### config.mk
export PLATFORM = sky130hd
export DESIGN_NAME = pmu_twi_slave_irq_control
export DESIGN_NICKNAME = d
export VERILOG_FILES = /design/src/pmu_twi_pkg.sv /design/src/pmu_twi_slave_irq_control.sv
export SDC_FILE = /design/constraint.sdc
export NUM_CORES = 1
export LEC_CHECK = 0
export BUFFER_PORTS_ARGS = -buffer_cell sky130_fd_sc_hd__buf_2
export CAP_MARGIN = 5
export CELL_PAD_IN_SITES_DETAIL_PLACEMENT = 1
export CELL_PAD_IN_SITES_GLOBAL_PLACEMENT = 1
export CORE_MARGIN = 2
export CORE_UTILIZATION = 56
export CTS_BUF_LIST = sky130_fd_sc_hd__clkbuf_8
export DETAILED_ROUTE_END_ITERATION = 16
export PLACE_DENSITY = 0.86
export SKIP_LAST_GASP = 1
export SLEW_MARGIN = 10
export SYNTH_ARGS = -nofsm -noshare
export SYNTH_HDL_FRONTEND = slang
export SYNTH_SLANG_ARGS = --single-unit
### constraint.sdc
create_clock -name clock_in -period 6.5 [get_ports clock_in]
set_clock_uncertainty 0.1 [all_clocks]
set_input_delay 0.325 -clock clock_in [delete_from_list [all_inputs] [get_ports clock_in]]
set_output_delay 0.325 -clock clock_in [all_outputs]
set_load 0.02 [all_outputs]
### src/pmu_twi_pkg.sv
// shared constants for the two-wire slave and interrupt controller
package pmu_twi_pkg;
    localparam logic [6:0] addr_default = 7'h49;    // addr_select_pin high
    localparam logic [6:0] addr_alternate = 7'h48;  // addr_select_pin low
    localparam logic [7:0] reg_bus_address_readback = 8'h01;
    localparam logic [7:0] reg_button_seen = 8'h02;
    localparam logic [7:0] reg_button_seen_clear = 8'h03;
    localparam logic [7:0] reg_button_irq_set = 8'h04;
    localparam logic [7:0] reg_irq_enable_set = 8'h08;
    localparam logic [7:0] reg_irq_enable_clear = 8'h09;
    localparam logic [7:0] reg_irq_mask_view = 8'h0a;
    localparam logic [7:0] reg_irq_cause = 8'h0b;
    localparam logic [7:0] irq_mask_reset = 8'h00;
    localparam int bit_global = 7;
    localparam int bit_rtc = 0;
    localparam int bit_button = 1;
    localparam int bit_power = 2;
    localparam int bit_boost = 3;
    localparam int bit_buck = 4;
    localparam int bit_low = 0;
    localparam int bit_high = 1;
    localparam int alt_bit = 7;
    localparam int max_rate_kbps = 400;
endpackage : pmu_twi_pkg

### src/pmu_twi_slave_irq_control.sv
// two-wire register slave with interrupt controller and button registers
`timescale 1ns/100ps
module pmu_twi_slave_irq_control (
    input wire logic clock_in,
    input wire logic nrst_in,
    input wire logic wire_clock_in,
    input wire logic wire_data_in,
    output logic wire_data_out, // always low when enabled: open drain
    output logic wire_data_oe_out,
    input wire logic addr_select_pin_in,
    input wire logic iface_select_pin_in,
    input wire logic button_in,
    input wire logic rtc_alarm_in,
    input wire logic power_fail_in,
    input wire logic boost_fail_in,
    input wire logic buck_fail_in,
    output logic irq_ready_pin_out,
    output logic dynamic_twi_out
);
    typedef enum logic [2:0] {st_idle, st_addr, st_reg, st_wdata, st_rdata, st_ack, st_rack} state_t;

    ////////////////////////////////////////////////////////////////////////
    // reset release
    logic rst_s1_r, rst_n_r;
    always_ff @(posedge clock_in or negedge nrst_in) begin
        if (!nrst_in) begin
            rst_s1_r <= 1'b0;
            rst_n_r <= 1'b0;
        end else begin
            rst_s1_r <= 1'b1;
            rst_n_r <= rst_s1_r;
        end
    end

    ////////////////////////////////////////////////////////////////////////
    // pin synchronisers; first stage feeds only the second
    logic [6:0] s1_r, s2_r;
    logic scl_d_r, sda_d_r;
    always_ff @(posedge clock_in or negedge rst_n_r) begin
        if (!rst_n_r) begin
            // idle levels: both bus wires and the button rest high
            s1_r <= 7'h07;
            s2_r <= 7'h07;
            scl_d_r <= 1'b1;
            sda_d_r <= 1'b1;
        end else begin
            s1_r <= {buck_fail_in, boost_fail_in, power_fail_in, rtc_alarm_in, button_in,
                     wire_data_in, wire_clock_in};
            s2_r <= s1_r;
            scl_d_r <= s2_r[0];
            sda_d_r <= s2_r[1];
        end
    end
    wire scl = s2_r[0];
    wire sda = s2_r[1];
    wire btn = s2_r[2];
    wire scl_rise = scl && !scl_d_r;
    wire scl_fall = !scl && scl_d_r;
    wire start_det = scl && scl_d_r && sda_d_r && !sda;
    wire stop_det = scl && scl_d_r && !sda_d_r && sda;

    ////////////////////////////////////////////////////////////////////////
    // straps caught once after reset release, through their own two flops
    // the capture waits until the synchronised copy holds the pin level
    logic [1:0] strap_s1_r, strap_s2_r;
    logic [1:0] strap_cnt_r;
    logic strap_done_r, alt_r, twi_sel_r;
    always_ff @(posedge clock_in or negedge rst_n_r) begin
        if (!rst_n_r) begin
            strap_s1_r <= 2'b11;
            strap_s2_r <= 2'b11;
            strap_cnt_r <= 2'h0;
            strap_done_r <= 1'b0;
            alt_r <= 1'b0;
            twi_sel_r <= 1'b0;
        end else begin
            strap_s1_r <= {iface_select_pin_in, addr_select_pin_in};
            strap_s2_r <= strap_s1_r;
            if (!strap_done_r) begin
                strap_cnt_r <= strap_cnt_r + 2'h1;
                if (strap_cnt_r == 2'h2) begin
                    strap_done_r <= 1'b1;
                    alt_r <= !strap_s2_r[0];
                    twi_sel_r <= !strap_s2_r[1];
                end
            end
        end
    end
    wire [6:0] my_addr = alt_r ? pmu_twi_pkg::addr_alternate : pmu_twi_pkg::addr_default;

    ////////////////////////////////////////////////////////////////////////
    // protocol engine; sda is changed on scl falling edges only
    state_t state_r, ret_r;
    logic [7:0] sh_r, ptr_r, rd_r;
    logic [3:0] cnt_r;
    logic first_r, own_r, pull_r, wr_stb_r, rd_stb_r;
    logic [7:0] wr_data_r;
    logic [7:0] rd_mux;
    wire byte_done = scl_rise && (cnt_r == 4'h7);
    wire [7:0] byte_in = {sh_r[6:0], sda};
    always_ff @(posedge clock_in or negedge rst_n_r) begin
        if (!rst_n_r) begin
            state_r <= st_idle;
            ret_r <= st_idle;
            sh_r <= 8'h00;
            ptr_r <= 8'h00;
            rd_r <= 8'h00;
            cnt_r <= 4'h0;
            first_r <= 1'b0;
            own_r <= 1'b0;
            pull_r <= 1'b0;
            wr_stb_r <= 1'b0;
            rd_stb_r <= 1'b0;
            wr_data_r <= 8'h00;
        end else begin
            wr_stb_r <= 1'b0;
            rd_stb_r <= 1'b0;
            if (!twi_sel_r || stop_det) begin
                state_r <= st_idle;
                pull_r <= 1'b0;
            end else if (start_det) begin
                state_r <= st_addr;
                cnt_r <= 4'h0;
                pull_r <= 1'b0;
            end else begin
                unique case (state_r)
                    st_idle: ;
                    st_addr, st_reg, st_wdata: begin
                        if (scl_rise) begin
                            sh_r <= byte_in;
                            cnt_r <= cnt_r + 4'h1;
                        end
                        if (byte_done) begin
                            own_r <= 1'b1;
                            state_r <= st_ack;
                            if (state_r == st_addr) begin
                                own_r <= (byte_in[7:1] == my_addr);
                                ret_r <= byte_in[0] ? st_rdata : st_reg;
                            end else if (state_r == st_reg) begin
                                ptr_r <= byte_in;
                                ret_r <= st_wdata;
                            end else begin
                                wr_data_r <= byte_in;
                                wr_stb_r <= 1'b1;
                                ret_r <= st_wdata;
                            end
                        end
                    end
                    st_ack: begin
                        if (scl_fall) begin
                            if (!own_r) begin
                                state_r <= st_idle;
                            end else if (pull_r) begin
                                pull_r <= 1'b0;
                                cnt_r <= 4'h0;
                                state_r <= ret_r;
                                if (ret_r == st_rdata) begin
                                    rd_r <= {rd_mux[6:0], 1'b0};
                                    pull_r <= !rd_mux[7];
                                    rd_stb_r <= (ptr_r == pmu_twi_pkg::reg_irq_cause);
                                end
                            end else begin
                                pull_r <= 1'b1;
                            end
                        end
                    end
                    st_rdata: begin
                        if (scl_fall) begin
                            cnt_r <= cnt_r + 4'h1;
                            if (cnt_r == 4'h7) begin
                                pull_r <= 1'b0;
                                state_r <= st_rack;
                            end else begin
                                pull_r <= !rd_r[7];
                                rd_r <= {rd_r[6:0], 1'b0};
                            end
                        end
                    end
                    st_rack: begin
                        if (scl_rise && sda) begin
                            state_r <= st_idle; // master nack ends read
                        end else if (scl_fall) begin
                            // master acked: the next byte leaves on this falling edge
                            cnt_r <= 4'h0;
                            state_r <= st_rdata;
                            rd_r <= {rd_mux[6:0], 1'b0};
                            pull_r <= !rd_mux[7];
                            rd_stb_r <= (ptr_r == pmu_twi_pkg::reg_irq_cause);
                        end
                    end
                    default: begin
                        state_r <= st_idle;
                        pull_r <= 1'b0;
                    end
                endcase
            end
        end
    end

    ////////////////////////////////////////////////////////////////////////
    // register file
    logic [7:0] mask_r, cause_r;
    logic [1:0] seen_r, btn_en_r;
    logic btn_d_r, irq_r;
    wire wr_en_set = wr_stb_r && ptr_r == pmu_twi_pkg::reg_irq_enable_set;
    wire wr_en_clr = wr_stb_r && ptr_r == pmu_twi_pkg::reg_irq_enable_clear;
    wire wr_seen_clr = wr_stb_r && ptr_r == pmu_twi_pkg::reg_button_seen_clear;
    wire wr_btn_en = wr_stb_r && ptr_r == pmu_twi_pkg::reg_button_irq_set;
    wire btn_evt = (btn != btn_d_r) && ((btn ? btn_en_r[pmu_twi_pkg::bit_high] : btn_en_r[pmu_twi_pkg::bit_low]));
    wire [7:0] src = {3'h0, s2_r[6], s2_r[5], s2_r[4], btn_evt, s2_r[3]};
    wire [7:0] pend = src & mask_r;
    wire [1:0] seen_set = {btn, !btn};
    always_comb begin
        unique case (ptr_r)
            pmu_twi_pkg::reg_bus_address_readback: rd_mux = {alt_r, my_addr};
            pmu_twi_pkg::reg_button_seen: rd_mux = {6'h00, seen_r};
            pmu_twi_pkg::reg_irq_mask_view: rd_mux = mask_r;
            pmu_twi_pkg::reg_irq_cause: rd_mux = cause_r;
            default: rd_mux = 8'h00;
        endcase
    end
    // sticky flags: a new event wins over a clear in the same cycle
    always_ff @(posedge clock_in or negedge rst_n_r) begin
        if (!rst_n_r) begin
            mask_r <= pmu_twi_pkg::irq_mask_reset;
            cause_r <= 8'h00;
            seen_r <= 2'b00;
            btn_en_r <= 2'b00;
            btn_d_r <= 1'b1;
            irq_r <= 1'b0;
        end else begin
            btn_d_r <= btn;
            mask_r <= (mask_r | (wr_en_set ? wr_data_r : 8'h00)) & ~(wr_en_clr ? wr_data_r : 8'h00);
            seen_r <= (seen_r & ~(wr_seen_clr ? wr_data_r[1:0] : 2'b00)) | seen_set;
            btn_en_r <= btn_en_r | (wr_btn_en ? wr_data_r[1:0] : 2'b00);
            cause_r <= (rd_stb_r ? 8'h00 : cause_r) | {1'b0, pend[6:0]};
            if (mask_r[pmu_twi_pkg::bit_global] && |pend[6:0]) begin
                irq_r <= 1'b1;
            end else if (rd_stb_r) begin
                irq_r <= 1'b0;
            end
        end
    end

    ////////////////////////////////////////////////////////////////////////
    // output flops
    always_ff @(posedge clock_in or negedge rst_n_r) begin
        if (!rst_n_r) begin
            wire_data_out <= 1'b0;
            wire_data_oe_out <= 1'b0;
            irq_ready_pin_out <= 1'b1;
            dynamic_twi_out <= 1'b0;
        end else begin
            wire_data_out <= 1'b0;
            wire_data_oe_out <= pull_r;
            irq_ready_pin_out <= !(irq_r && twi_sel_r);
            dynamic_twi_out <= twi_sel_r;
        end
    end
endmodule : pmu_twi_slave_irq_control

==> impl_metrics.tcl, run 1 <==
set metrics [dict create \
    cp_top_family "flip-flops" \
    clk_path_buf_depth 2 \
    vias_per_cell 6.01 \
    die_w_um 89.7 \
    wl_per_cell_um 20.7 \
    max_freq_mhz 420 \
    ioPinCount 15 \
    setup_viol 0 \
    arrival_ns 2.58 \
    avgSynthCellArea_um2 11.4 \
    slowest_stage "dfrtp_1" \
    vias 2925 \
    crit_type "flop to flop" \
    hold_viol 0 \
    fill_cells 738 \
    grt_max_degree 56 \
    grt_pass1_vias 3180 \
    layout.nets 396 \
    finalCoreUtilization_pct 63.1 \
    min_period_ns 2.38 \
    p_sw_mw 0.243 \
    cts_tree "built" \
    dieHeight_um 89.7 \
    crit_buf_inv 0 \
    yosysSeqAreaShare_pct 57.0 \
    relSlewSlack_pct 47.4 \
    synth_ff_type "dfrtp_1" \
    power_density_mw_per_mm2 230 \
    yosysWarnings 0 \
    grt_antenna_before_repair 0 \
    dieArea_mm2 0.00805 \
    insertedDiodeCount 0 \
    maxSlewViolCount 0 \
    clock-root-buffer "clkbuf_8" \
    ant_nets 0 \
    synthesis.nets 375 \
    leakagePower_nw 1.97 \
    clock_latency_ns 0.37 \
    grt_pass1_wl_um 17000 \
    p_comb_share_pct 2.9 \
    clkPwrFrac_pct 39.0 \
    synth_edf_count 0 \
    drt-total-wl_um 10100 \
    first_pass_iters 4 \
    pwr-share-seq_pct 58.1 \
    initial_core_util_pct 57.3 \
    gp_congestion 0.827 \
    cp_data_required_time_ns 6.70 \
    setup_tns_ns 0 \
    grt_overflow_total 0 \
    io_buffer_count 13 \
    placementRows 31 \
    grt_usage_pct 27.1 \
    syn_area_mm2 0.00411 \
    finalCritPeriodShare_pct 36.6 \
    post_cts_buffers 0 \
    path_cells "nor4bb_1 > o22ai_1 > a22o_1 > a211o_1 > nand2_1" \
    coreArea_mm2 0.00718 \
    ys_ff_latch 93 \
    async_flop_share_pct 100 \
    hpwl_um 6830 \
    clk_pin_slew_worst_paths_ns 0.09 \
    drive_gt1_share_pct 22.7 \
    p_int_mw 0.796 \
    max-vdd-ir-drop_v 0.000144 \
    hp-class "input port to asynchronous set/reset pin" \
    rsz0062_at_grt "false" \
    area_growth_pct 10.0 \
    max_cap_viol_count 0 \
    htreeDepth 3 \
    synth_cell_type_count 64 \
    syn_inst 362 \
    outcome "completed" \
    slowest_delay_ns 0.86 \
    startpoint_type "flop" \
    cts_sinks 93 \
    crit_path_max_fanout 25 \
    remaining_drc_errors 0 \
    cts_buffers 9 \
    sw_frac_of_total_pct 23.4 \
    drt_iter0_drc 218 \
    worstMarginPinSlew_ns 0.788 \
    endpoint_kind "flop" \
]
[synthesized netlist by cell type (2+ instances only)]
cell type,number,area (µm²)
a211oi_1,2,15.0
a21o_1,6,45.0
a21oi_1,25,125
a22oi_1,2,15.0
a31oi_1,3,18.8
a32oi_1,2,17.5
and2_1,3,18.8
buf_2,6,30.0
buf_6,4,45.0
conb_1,2,7.51
dfrtp_1,79,1980
dfstp_2,14,368
ha_1,2,25.0
inv_1,13,48.8
mux2_2,30,338
mux2i_1,4,40.0
nand2_1,41,154
nand2b_1,6,37.5
nand3_1,10,50.1
nand3b_1,6,45.0
nand4_1,2,12.5
nor2_1,12,45.0
nor2b_1,3,18.8
nor3_1,3,15.0
nor3_2,2,20.0
nor3b_1,3,22.5
o21ai_0,27,135
o221ai_1,3,26.3
o22ai_1,3,18.8
o31ai_1,4,30.0
or2_2,3,18.8
or2b_1,2,15.0
xnor2_1,4,35.0
[worst register-to-register path, stage by stage (launching register included)]
cell and delay [ns]:
dfrtp_1 0.86, nor4bb_1 0.54, o22ai_1 0.16, a22o_1 0.30
a211o_1 0.30, nand2_1 0.07
[final timing paths]
kind / from / to / slack, ns / depth (start not counted)
worst max-delay path: state_r[0] / state_r[1] / 4.12 / 5
worst min-delay path: nrst_in / rst_s1_r / 0.16 / 2
worst max register to register: state_r[0] / state_r[1] / 4.12 / 5
worst min register to register: rst_n_r / mask_r[1] / 0.18 / 0
max in group asynchronous: rst_n_r / rd_r[6] / 5.08 / 1
min in group clock_in: s1_r[3] / s2_r[3] / 0.25 / 0
[what timing repair did]
action,4_1_cts,5_1_grt
resized for setup,0,0
hold buffers,10,0
endpoints found under the hold margin,11,0
[layout make-up]
class,count,area [µm²],share of cell area [%]
repair buffers,24,173,3.82
well taps,99,124,2.74
inverters,14,52.6,1.16
clock inverters,6,71.3,1.58
clock buffers,10,138,3.04
multi-input cells,241,1620,35.8
flip-flops and latches,93,2350,51.9
[stage by stage]
step	worst slack [ns]	cell area [µm²]	hold slack (ns)	power, mW	instances
after global placement	4.36	4220	0.0107	0.639	461
final	4.12	4530	0.162	1.04	487
after global routing	3.92	4530	0.187	1.08	487
after detailed placement	4.21	4220	0.0144	0.641	461
after CTS	4.16	4530	0.154	1.04	487
after floorplan	3.64	4110	-0.0706	0.629	362
[kinds of logic (layout without fill, tap and decap cells)]
group / Yosys count / count (layout) / share of synthesized area (%)
simple gates: 110 / 110 / 15.0
flops: 93 / 93 / 57.0
compound gates: 89 / 89 / 13.5
mux: 34 / 34 / 9.18
buf+inv: 28 / 54 / 3.65
xor+xnor: 4 / 4 / 0.851
fa+ha+maj: 2 / 2 / 0.608
other cells: 2 / 2 / 0.183
[power groups by stage]
stage | logic [mW] | registers [mW] | clock network, mW
floorplan | 0.0143 | 0.615 | 0
global placement | 0.0239 | 0.615 | 0
detailed placement | 0.0254 | 0.616 | 0
CTS | 0.0301 | 0.604 | 0.410
global route | 0.0338 | 0.607 | 0.437
finish | 0.0296 | 0.604 | 0.406
[registers in the layout (all words and copies together), names as in the netlist, 4 cells and up]
register	cells
wr_data_r	8
sh_r	7
ptr_r	8
rd_r	7
s2_r	7
cause_r	5
mask_r	8
cnt_r	4
s1_r	7
[cells in the final DEF, fill, tap and decap left out, drive strengths merged, types with 5 or more instances in the layout]
cell / synthesis / routed
dfrtp: 79 / 79
nand2: 41 / 41
mux2: 30 / 30
o21ai: 28 / 28
a21oi: 25 / 25
inv: 13 / 16
nor2: 15 / 15
dfstp: 14 / 14
buf: 12 / 14
nand3: 11 / 11
clkbuf: 2 / 10
dlygate4sd3: 0 / 10
a21o: 6 / 6
nand3b: 6 / 6
nand2b: 6 / 6
nor3: 5 / 5
[metal layers]
layer  up-vias  global-route usage, %  part of all wire [%]
met5         -                      0                     0
met4         0                   10.3                   2.4
met3        19                   3.27                   2.7
met2        57                   45.8                    51
met1      1522                   36.3                    44
li1       1327                      -                     -
Power figures use the tool's default switching activity.
==> inputs of run 2 (changes only) <==
--- a/config.mk
+++ b/config.mk
@@ -5,15 +5,16 @@
 export SDC_FILE = /design/constraint.sdc
 export NUM_CORES = 1
 export LEC_CHECK = 0
+export ABC_AREA = 1
 export BUFFER_PORTS_ARGS = -buffer_cell sky130_fd_sc_hd__buf_2
 export CAP_MARGIN = 5
 export CELL_PAD_IN_SITES_DETAIL_PLACEMENT = 1
 export CELL_PAD_IN_SITES_GLOBAL_PLACEMENT = 1
 export CORE_MARGIN = 2
-export CORE_UTILIZATION = 56
+export CORE_UTILIZATION = 49
 export CTS_BUF_LIST = sky130_fd_sc_hd__clkbuf_8
 export DETAILED_ROUTE_END_ITERATION = 16
-export PLACE_DENSITY = 0.86
+export PLACE_DENSITY = 0.81
 export SKIP_LAST_GASP = 1
 export SLEW_MARGIN = 10
 export SYNTH_ARGS = -nofsm -noshare
==> constraint.sdc (replaced) <==
create_clock -name clock_in -period 2.45 [get_ports clock_in]
set_clock_uncertainty 0.1 [all_clocks]
set_input_delay 0.1225 -clock clock_in [delete_from_list [all_inputs] [get_ports clock_in]]
set_output_delay 0.1225 -clock clock_in [all_outputs]
set_load 0.02 [all_outputs]
==> run 2 against run 1 <==
  * Clock power increased by 150%
  * Sequential share of layout area shrank 1.4 points
  * Synthesized area rose by 1.3%
  * Worst hold slack improved by 0.024 ns
  * Sequential power rose to 2.7 times the previous value
  * Critical path depth up 1
  * Count of clock-buffer cells in the layout unchanged
  * Die area is 15% higher
  * Flip-flop and latch count stayed put
  * Critical endpoint is now wr_data_r[0]
==> impl_metrics.tcl, run 2 <==
set metrics [dict create \
    outcome "completed" \
    pwr-share-seq_pct 58.1 \
    post_cts_buffers 0 \
    first_pass_iters 4 \
    max-vdd-ir-drop_v 0.000409 \
    hpwl_um 7240 \
    drive_gt1_share_pct 15.0 \
    die_w_um 96.2 \
    relSlewSlack_pct 53.7 \
    grt_pass1_vias 3417 \
    sw_frac_of_total_pct 26.2 \
    hold_viol 0 \
    synth_edf_count 0 \
    p_int_mw 2.06 \
    finalCritPeriodShare_pct 81.5 \
    gr-usage-met1_pct 33.0 \
    initial_core_util_pct 50.7 \
    rr_worst_depth 6 \
    remaining_drc_errors 0 \
    insertedDiodeCount 0 \
    rsz0062_at_grt "false" \
    endpoint_kind "flop" \
    gp_congestion 0.857 \
    dieHeight_um 96.2 \
    placementRows 33 \
    min_period_ns 2.00 \
    grt_max_degree 90 \
    grt_usage_pct 24.4 \
    crit_end "wr_data_r[0]" \
    synthesis.nets 500 \
    p_comb_share_pct 5.8 \
    r2r_slack_ns 0.45 \
    ioPinCount 15 \
    synth_cell_type_count 31 \
    hp-class "flop to asynchronous set/reset pin" \
    yosysSeqAreaShare_pct 56.3 \
    startpoint_type "flop" \
    synth_ff_type "dfrtp_1" \
    syn_inst 487 \
    async_flop_share_pct 100 \
    io_buffer_count 13 \
    grt_antenna_before_repair 0 \
    area_growth_pct 11.5 \
    rr_startpoint "cnt_r[0]" \
    vias 3285 \
    vias_per_cell 5.25 \
    crit_path_max_fanout 16 \
    grt_overflow_total 0 \
    htreeDepth 3 \
    critPathLaunch "cnt_r[0]" \
    synth.area.top_cells "dfrtp_1 (47%), nand2_1 (13%), dfstp_2 (8.8%)" \
    synthTopCellsByCount "nand2_1 (144), dfrtp_1 (79), inv_1 (53), nand3_1 (39), nor2_1 (32)" \
    max_freq_mhz 501 \
    setup_viol 0 \
    layout_common_cells "nand2_1 (144), dfrtp_1 (78), inv_1 (53), nand3_1 (39), nor2_1 (32)" \
    synth_top_area_share_pct 47.4 \
    use_met3_pct 3.99 \
    yosysWarnings 0 \
    clk_path_buf_depth 2 \
    whs_ns 0.186 \
    drt-total-wl_um 10200 \
    arrival_ns 2.15 \
    p_sw_mw 0.733 \
    layout_commonest_cell "nand2_1" \
    clock_latency_ns 0.36 \
    cts_buffers 9 \
    cts_sinks 93 \
    power_density_mw_per_mm2 601 \
    syn_area_mm2 0.00417 \
    leakagePower_nw 2.38 \
    grt_pass1_wl_um 17000 \
    clkPwrFrac_pct 36.2 \
    setup_tns_ns 0 \
    maxSlewViolCount 0 \
    avgSynthCellArea_um2 8.56 \
    hold_buffers 11 \
    coreArea_mm2 0.00822 \
    top_regs "mask_r (8), ptr_r (8), wr_data_r (8)" \
    drt_iter0_drc 181 \
    timing.rr.end "wr_data_r[0]" \
    post_cts_resized 0 \
    use_met2_pct 41.5 \
    clock-root-buffer "clkbuf_8" \
    worstMarginPinSlew_ns 0.694 \
    dieArea_mm2 0.00926 \
    layout.nets 529 \
    yosys.area.top_type "dfrtp_1" \
    ys_ff_latch 93 \
    cts_tree "built" \
    crit_type "flop to flop" \
    ant_nets 0 \
    cp_data_required_time_ns 2.60 \
    max_cap_viol_count 0 \
    synth_most_common_cell "nand2_1" \
    clk_pin_slew_worst_paths_ns 0.10 \
    wl_per_cell_um 16.2 \
    globalRoute.busiestLayer "met2" \
    fill_cells 998 \
]
-- run 2: cell types whose count changed after synthesis, sizes merged, moves of 7 or more --
cell    previous run  this run
o21ai             28        42
a21oi             25         5
nand3             11        42
o21a               1         8
mux2              30         0
nand2             41       148
nand4              2        10
inv               13        66
nor2              15        40
o21bai             1         9
-- run 2: cell families (layout without fill, tap and decap cells) --
| kind of cell | Yosys count | after routing | synth area share, % |
|---|---|---|---|
| DFF | 93 | 93 | 56.3 |
| adders and majority gates | 2 | 2 | 0.601 |
| xor gates and xnor gates | 2 | 2 | 0.420 |
| AOI/OAI and AO/OA | 67 | 67 | 9.31 |
| and+or+nand+nor | 248 | 248 | 26.3 |
| buffers and inverters | 73 | 107 | 6.88 |
| other | 2 | 2 | 0.180 |
-- run 2: worst min path at each step --
stage                     slack, ns  endpoint  cells past startpoint
final                          0.19   s1_r[2]                      0
after global placement        -0.19  rst_s1_r                      1
after floorplan               -0.27   rst_n_r                      0
after global routing           0.19   s1_r[2]                      0
after detailed placement      -0.19  rst_s1_r                      1
after CTS                      0.19   s1_r[2]                      0
-- run 2: power by group through the flow --
stage / clock network, mW / registers [mW] / logic (mW)
floorplan: 0 / 1.66 / 0.0840
global placement: 0 / 1.65 / 0.141
detailed placement: 0 / 1.65 / 0.150
CTS: 1.03 / 1.62 / 0.164
global route: 1.08 / 1.63 / 0.185
finish: 1.01 / 1.62 / 0.161
-- run 2: layout make-up --
| cell class | instances | area (µm²) | area share (%) |
|---|---|---|---|
| Clock buffer | 10 | 138 | 2.96 |
| Multi-Input combinational cell | 321 | 1540 | 33.0 |
| Sequential cell | 93 | 2350 | 50.5 |
| Clock inverter | 6 | 51.3 | 1.10 |
| Timing Repair Buffer | 25 | 195 | 4.20 |
| Tap cell | 105 | 131 | 2.83 |
| Inverter | 66 | 248 | 5.33 |
-- run 2: worst max-delay path: stages (launching register included) --
cell,delay (ns)
dfrtp_1,0.41
ha_1,0.21
nand3_1,0.16
nor2_2,0.26
nand4_2,0.41
o21ai_1,0.27
inv_1,0.06
-- run 2: per-layer routing --
layer	vias up	share of wire (%)	wire, µm
met5	-	0	0
met4	0	0.47	48
met3	4	2.1	211
met2	28	50	5040
met1	1654	48	4850
li1	1599	-	-
-- run 2: per-stage QoR --
stage / util [%] / area (µm²) / total power, mW / setup slack, ns / cells
after floorplan: - / 4170 / 1.74 / 0.797 / 487
after global placement: 52.9 / 4350 / 1.79 / 0.556 / 599
after detailed placement: 52.9 / 4350 / 1.80 / 0.451 / 599
after CTS: 56.6 / 4650 / 2.81 / 0.448 / 626
after global routing: 56.6 / 4650 / 2.90 / 0.203 / 626
final: 56.6 / 4650 / 2.79 / 0.453 / 626
==> inputs of run 3 (changes only) <==
--- a/config.mk
+++ b/config.mk
@@ -11,10 +11,10 @@
 export CELL_PAD_IN_SITES_DETAIL_PLACEMENT = 1
 export CELL_PAD_IN_SITES_GLOBAL_PLACEMENT = 1
 export CORE_MARGIN = 2
-export CORE_UTILIZATION = 49
+export CORE_UTILIZATION = 44
 export CTS_BUF_LIST = sky130_fd_sc_hd__clkbuf_8
 export DETAILED_ROUTE_END_ITERATION = 16
-export PLACE_DENSITY = 0.81
+export PLACE_DENSITY = 0.76
 export SKIP_LAST_GASP = 1
 export SLEW_MARGIN = 10
 export SYNTH_ARGS = -nofsm -noshare
==> constraint.sdc (replaced) <==
create_clock -name clock_in -period 1.7 [get_ports clock_in]
set_clock_uncertainty 0.1 [all_clocks]
set_input_delay 0.085 -clock clock_in [delete_from_list [all_inputs] [get_ports clock_in]]
set_output_delay 0.085 -clock clock_in [all_outputs]
set_load 0.02 [all_outputs]
==> run 3 against run 2 <==
  * Worst hold slack worse by 0.039 ns
  * First-iteration DRC count fell by 20%
  * Combinational power is 110% higher
  * Count of clock-buffer cells in the layout shrank 1
  * The run now ends with setup timing left
  * Worst setup slack got worse by 0.49 ns
  * Global-route usage is 0.50 points lower
  * Non-clock buffer count is 55 higher
  * Final area is 15% higher
  * Maximum frequency rose by 15%
  * Flip-flop and latch count did not move
  * Sequential share of layout area fell by 6.4 points
==> impl_metrics.tcl, run 3 (synthesis results as in run 2) <==
set metrics [dict create \
    outcome "finished with violations" \
    failed_checks "setup timing" \
    first_pass_iters 4 \
    stdcell_area_mm2 0.00533 \
    r2r_slack_ns -0.03 \
    hold_viol 0 \
    vias 3563 \
    clock-root-buffer "clkbuf_8" \
    max-vdd-ir-drop_v 0.000522 \
    vias_per_cell 5.19 \
    insertedDiodeCount 0 \
    min_period_ns 1.73 \
    grt_usage_pct 23.9 \
    wl_met2_um 5720 \
    ioPinCount 15 \
    clk_pin_slew_worst_paths_ns 0.10 \
    max_cap_viol_count 0 \
    setup_viol 11 \
    remaining_drc_errors 0 \
    max_freq_mhz 577 \
    grt_antenna_before_repair 0 \
    dieHeight_um 101 \
    power_density_mw_per_mm2 824 \
    dieArea_mm2 0.0103 \
    ant_nets 0 \
    layout.nets 584 \
    finalCritPeriodShare_pct 102 \
    cts_buffers 9 \
    grt_max_degree 35 \
    rsz0062_at_grt "true" \
    clk_path_buf_depth 2 \
    hp-class "flop to asynchronous set/reset pin" \
    timing.final.ws_setup_ns -0.0327 \
    crit_type "flop to flop" \
    grt_pass1_vias 3757 \
    drive_gt1_share_pct 27.3 \
    startpoint_type "flop" \
    io_buffer_count 13 \
    layout_commonest_cell "nand2_1" \
    placementRows 35 \
    placed_cell_area_mm2 0.00474 \
    multi_input_area_mm2 0.00167 \
    endpoint_kind "flop" \
    drt-total-wl_um 11600 \
    crit_path_max_fanout 6 \
    wl_per_cell_um 16.9 \
    top_regs "mask_r (8), ptr_r (8), wr_data_r (8)" \
    hpwl_um 8280 \
    routed.top_layer "met4" \
    grt_overflow_total 0 \
    die_w_um 101 \
    area_growth_pct 27.8 \
    whs_ns 0.147 \
    gp_congestion 0.867 \
    drt-met1-wl_um 5310 \
    maxSlewViolCount 0 \
    fill_cells 1074 \
    initial_core_util_pct 45.3 \
    cp_data_required_time_ns 1.86 \
    wl_met3_um 362 \
    clock_latency_ns 0.37 \
    cts_tree "built" \
    seqCellArea_mm2 0.00235 \
    coreArea_mm2 0.00920 \
    cts_sinks 93 \
    drt_iter0_drc 144 \
    grt_pass1_wl_um 18600 \
    htreeDepth 3 \
    leakagePower_nw 2.70 \
    layout_common_cells "nand2_1 (134), dfrtp_1 (77), inv_1 (54), buf_4 (47), nand3_1 (34)" \
    arrival_ns 1.89 \
]
==> run 3: layout make-up <==
cell class              instances  area share (%)
clock buffers                   9            2.33
clock inverters                 7            1.83
inverters                      66            4.70
multi-input cells             321            31.4
flip-flops and latches         93            44.1
well taps                     111            2.61
repair buffers                 80            13.0
==> run 3: repair_timing <==
item	CTS	global route
setup endpoints to repair	33	49
resized for setup	13	30
endpoints found under the hold margin	11	0
buffers inserted	4	3
hold buffers	11	0
pin swaps	1	6
gates cloned	0	2
==> run 3: worst paths after layout <==
kind	to	from	depth (start not counted)
min in group clock_in	s1_r[2]	button_in	2
worst max-delay path	rd_r[7]	scl_d_r	10
max in group asynchronous	strap_s2_r[0]	rst_n_r	1
worst min register to register	wr_data_r[1]	rst_n_r	0
worst min-delay path	wr_data_r[1]	rst_n_r	0
worst max register to register	rd_r[7]	scl_d_r	10
==> run 3: critical path: stages (launching register included) <==
cell and delay (ns):
dfstp_2 0.57, buf_4 0.13, nor2_4 0.04, nand2_1 0.09, nand2_1 0.09, nand2_1 0.09
nand3_2 0.11, nor2_4 0.17, inv_2 0.10, nand2_1 0.07, nand2_1 0.05
==> run 3: metal layers <==
metal	vias up	GRT usage, %
met5	-	0
met4	0	8.21
met3	21	4.42
met2	54	39.5
met1	1772	31.9
li1	1716	-
==> run 3: where the power goes <==
group / leakage [nW] / total (mW) / switching [mW] / internal, mW
clock: 0.117 / 1.71 / 0.863 / 0.843
combinational: 1.39 / 0.343 / 0.190 / 0.153
sequential: 1.19 / 2.34 / 0.0545 / 2.29
total: 2.70 / 4.39 / 1.11 / 3.28
==> run 3: per-stage QoR <==
| step | TNS (ns) | std cells | worst slack [ns] | utilization (%) | total power [mW] |
|---|---|---|---|---|---|
| 2_1_floorplan | 0 | 487 | 0.0470 | - | 2.51 |
| 3_3_place_gp | -0.0246 | 651 | -0.0246 | 51.5 | 2.65 |
| 3_5_place_dp | -0.635 | 651 | -0.0714 | 51.5 | 2.68 |
| 4_1_cts | -0.00720 | 682 | -0.00720 | 55.9 | 4.39 |
| 5_1_grt | -3.01 | 687 | -0.155 | 57.9 | 4.55 |
| 6_report | -0.164 | 687 | -0.0327 | 57.9 | 4.39 |
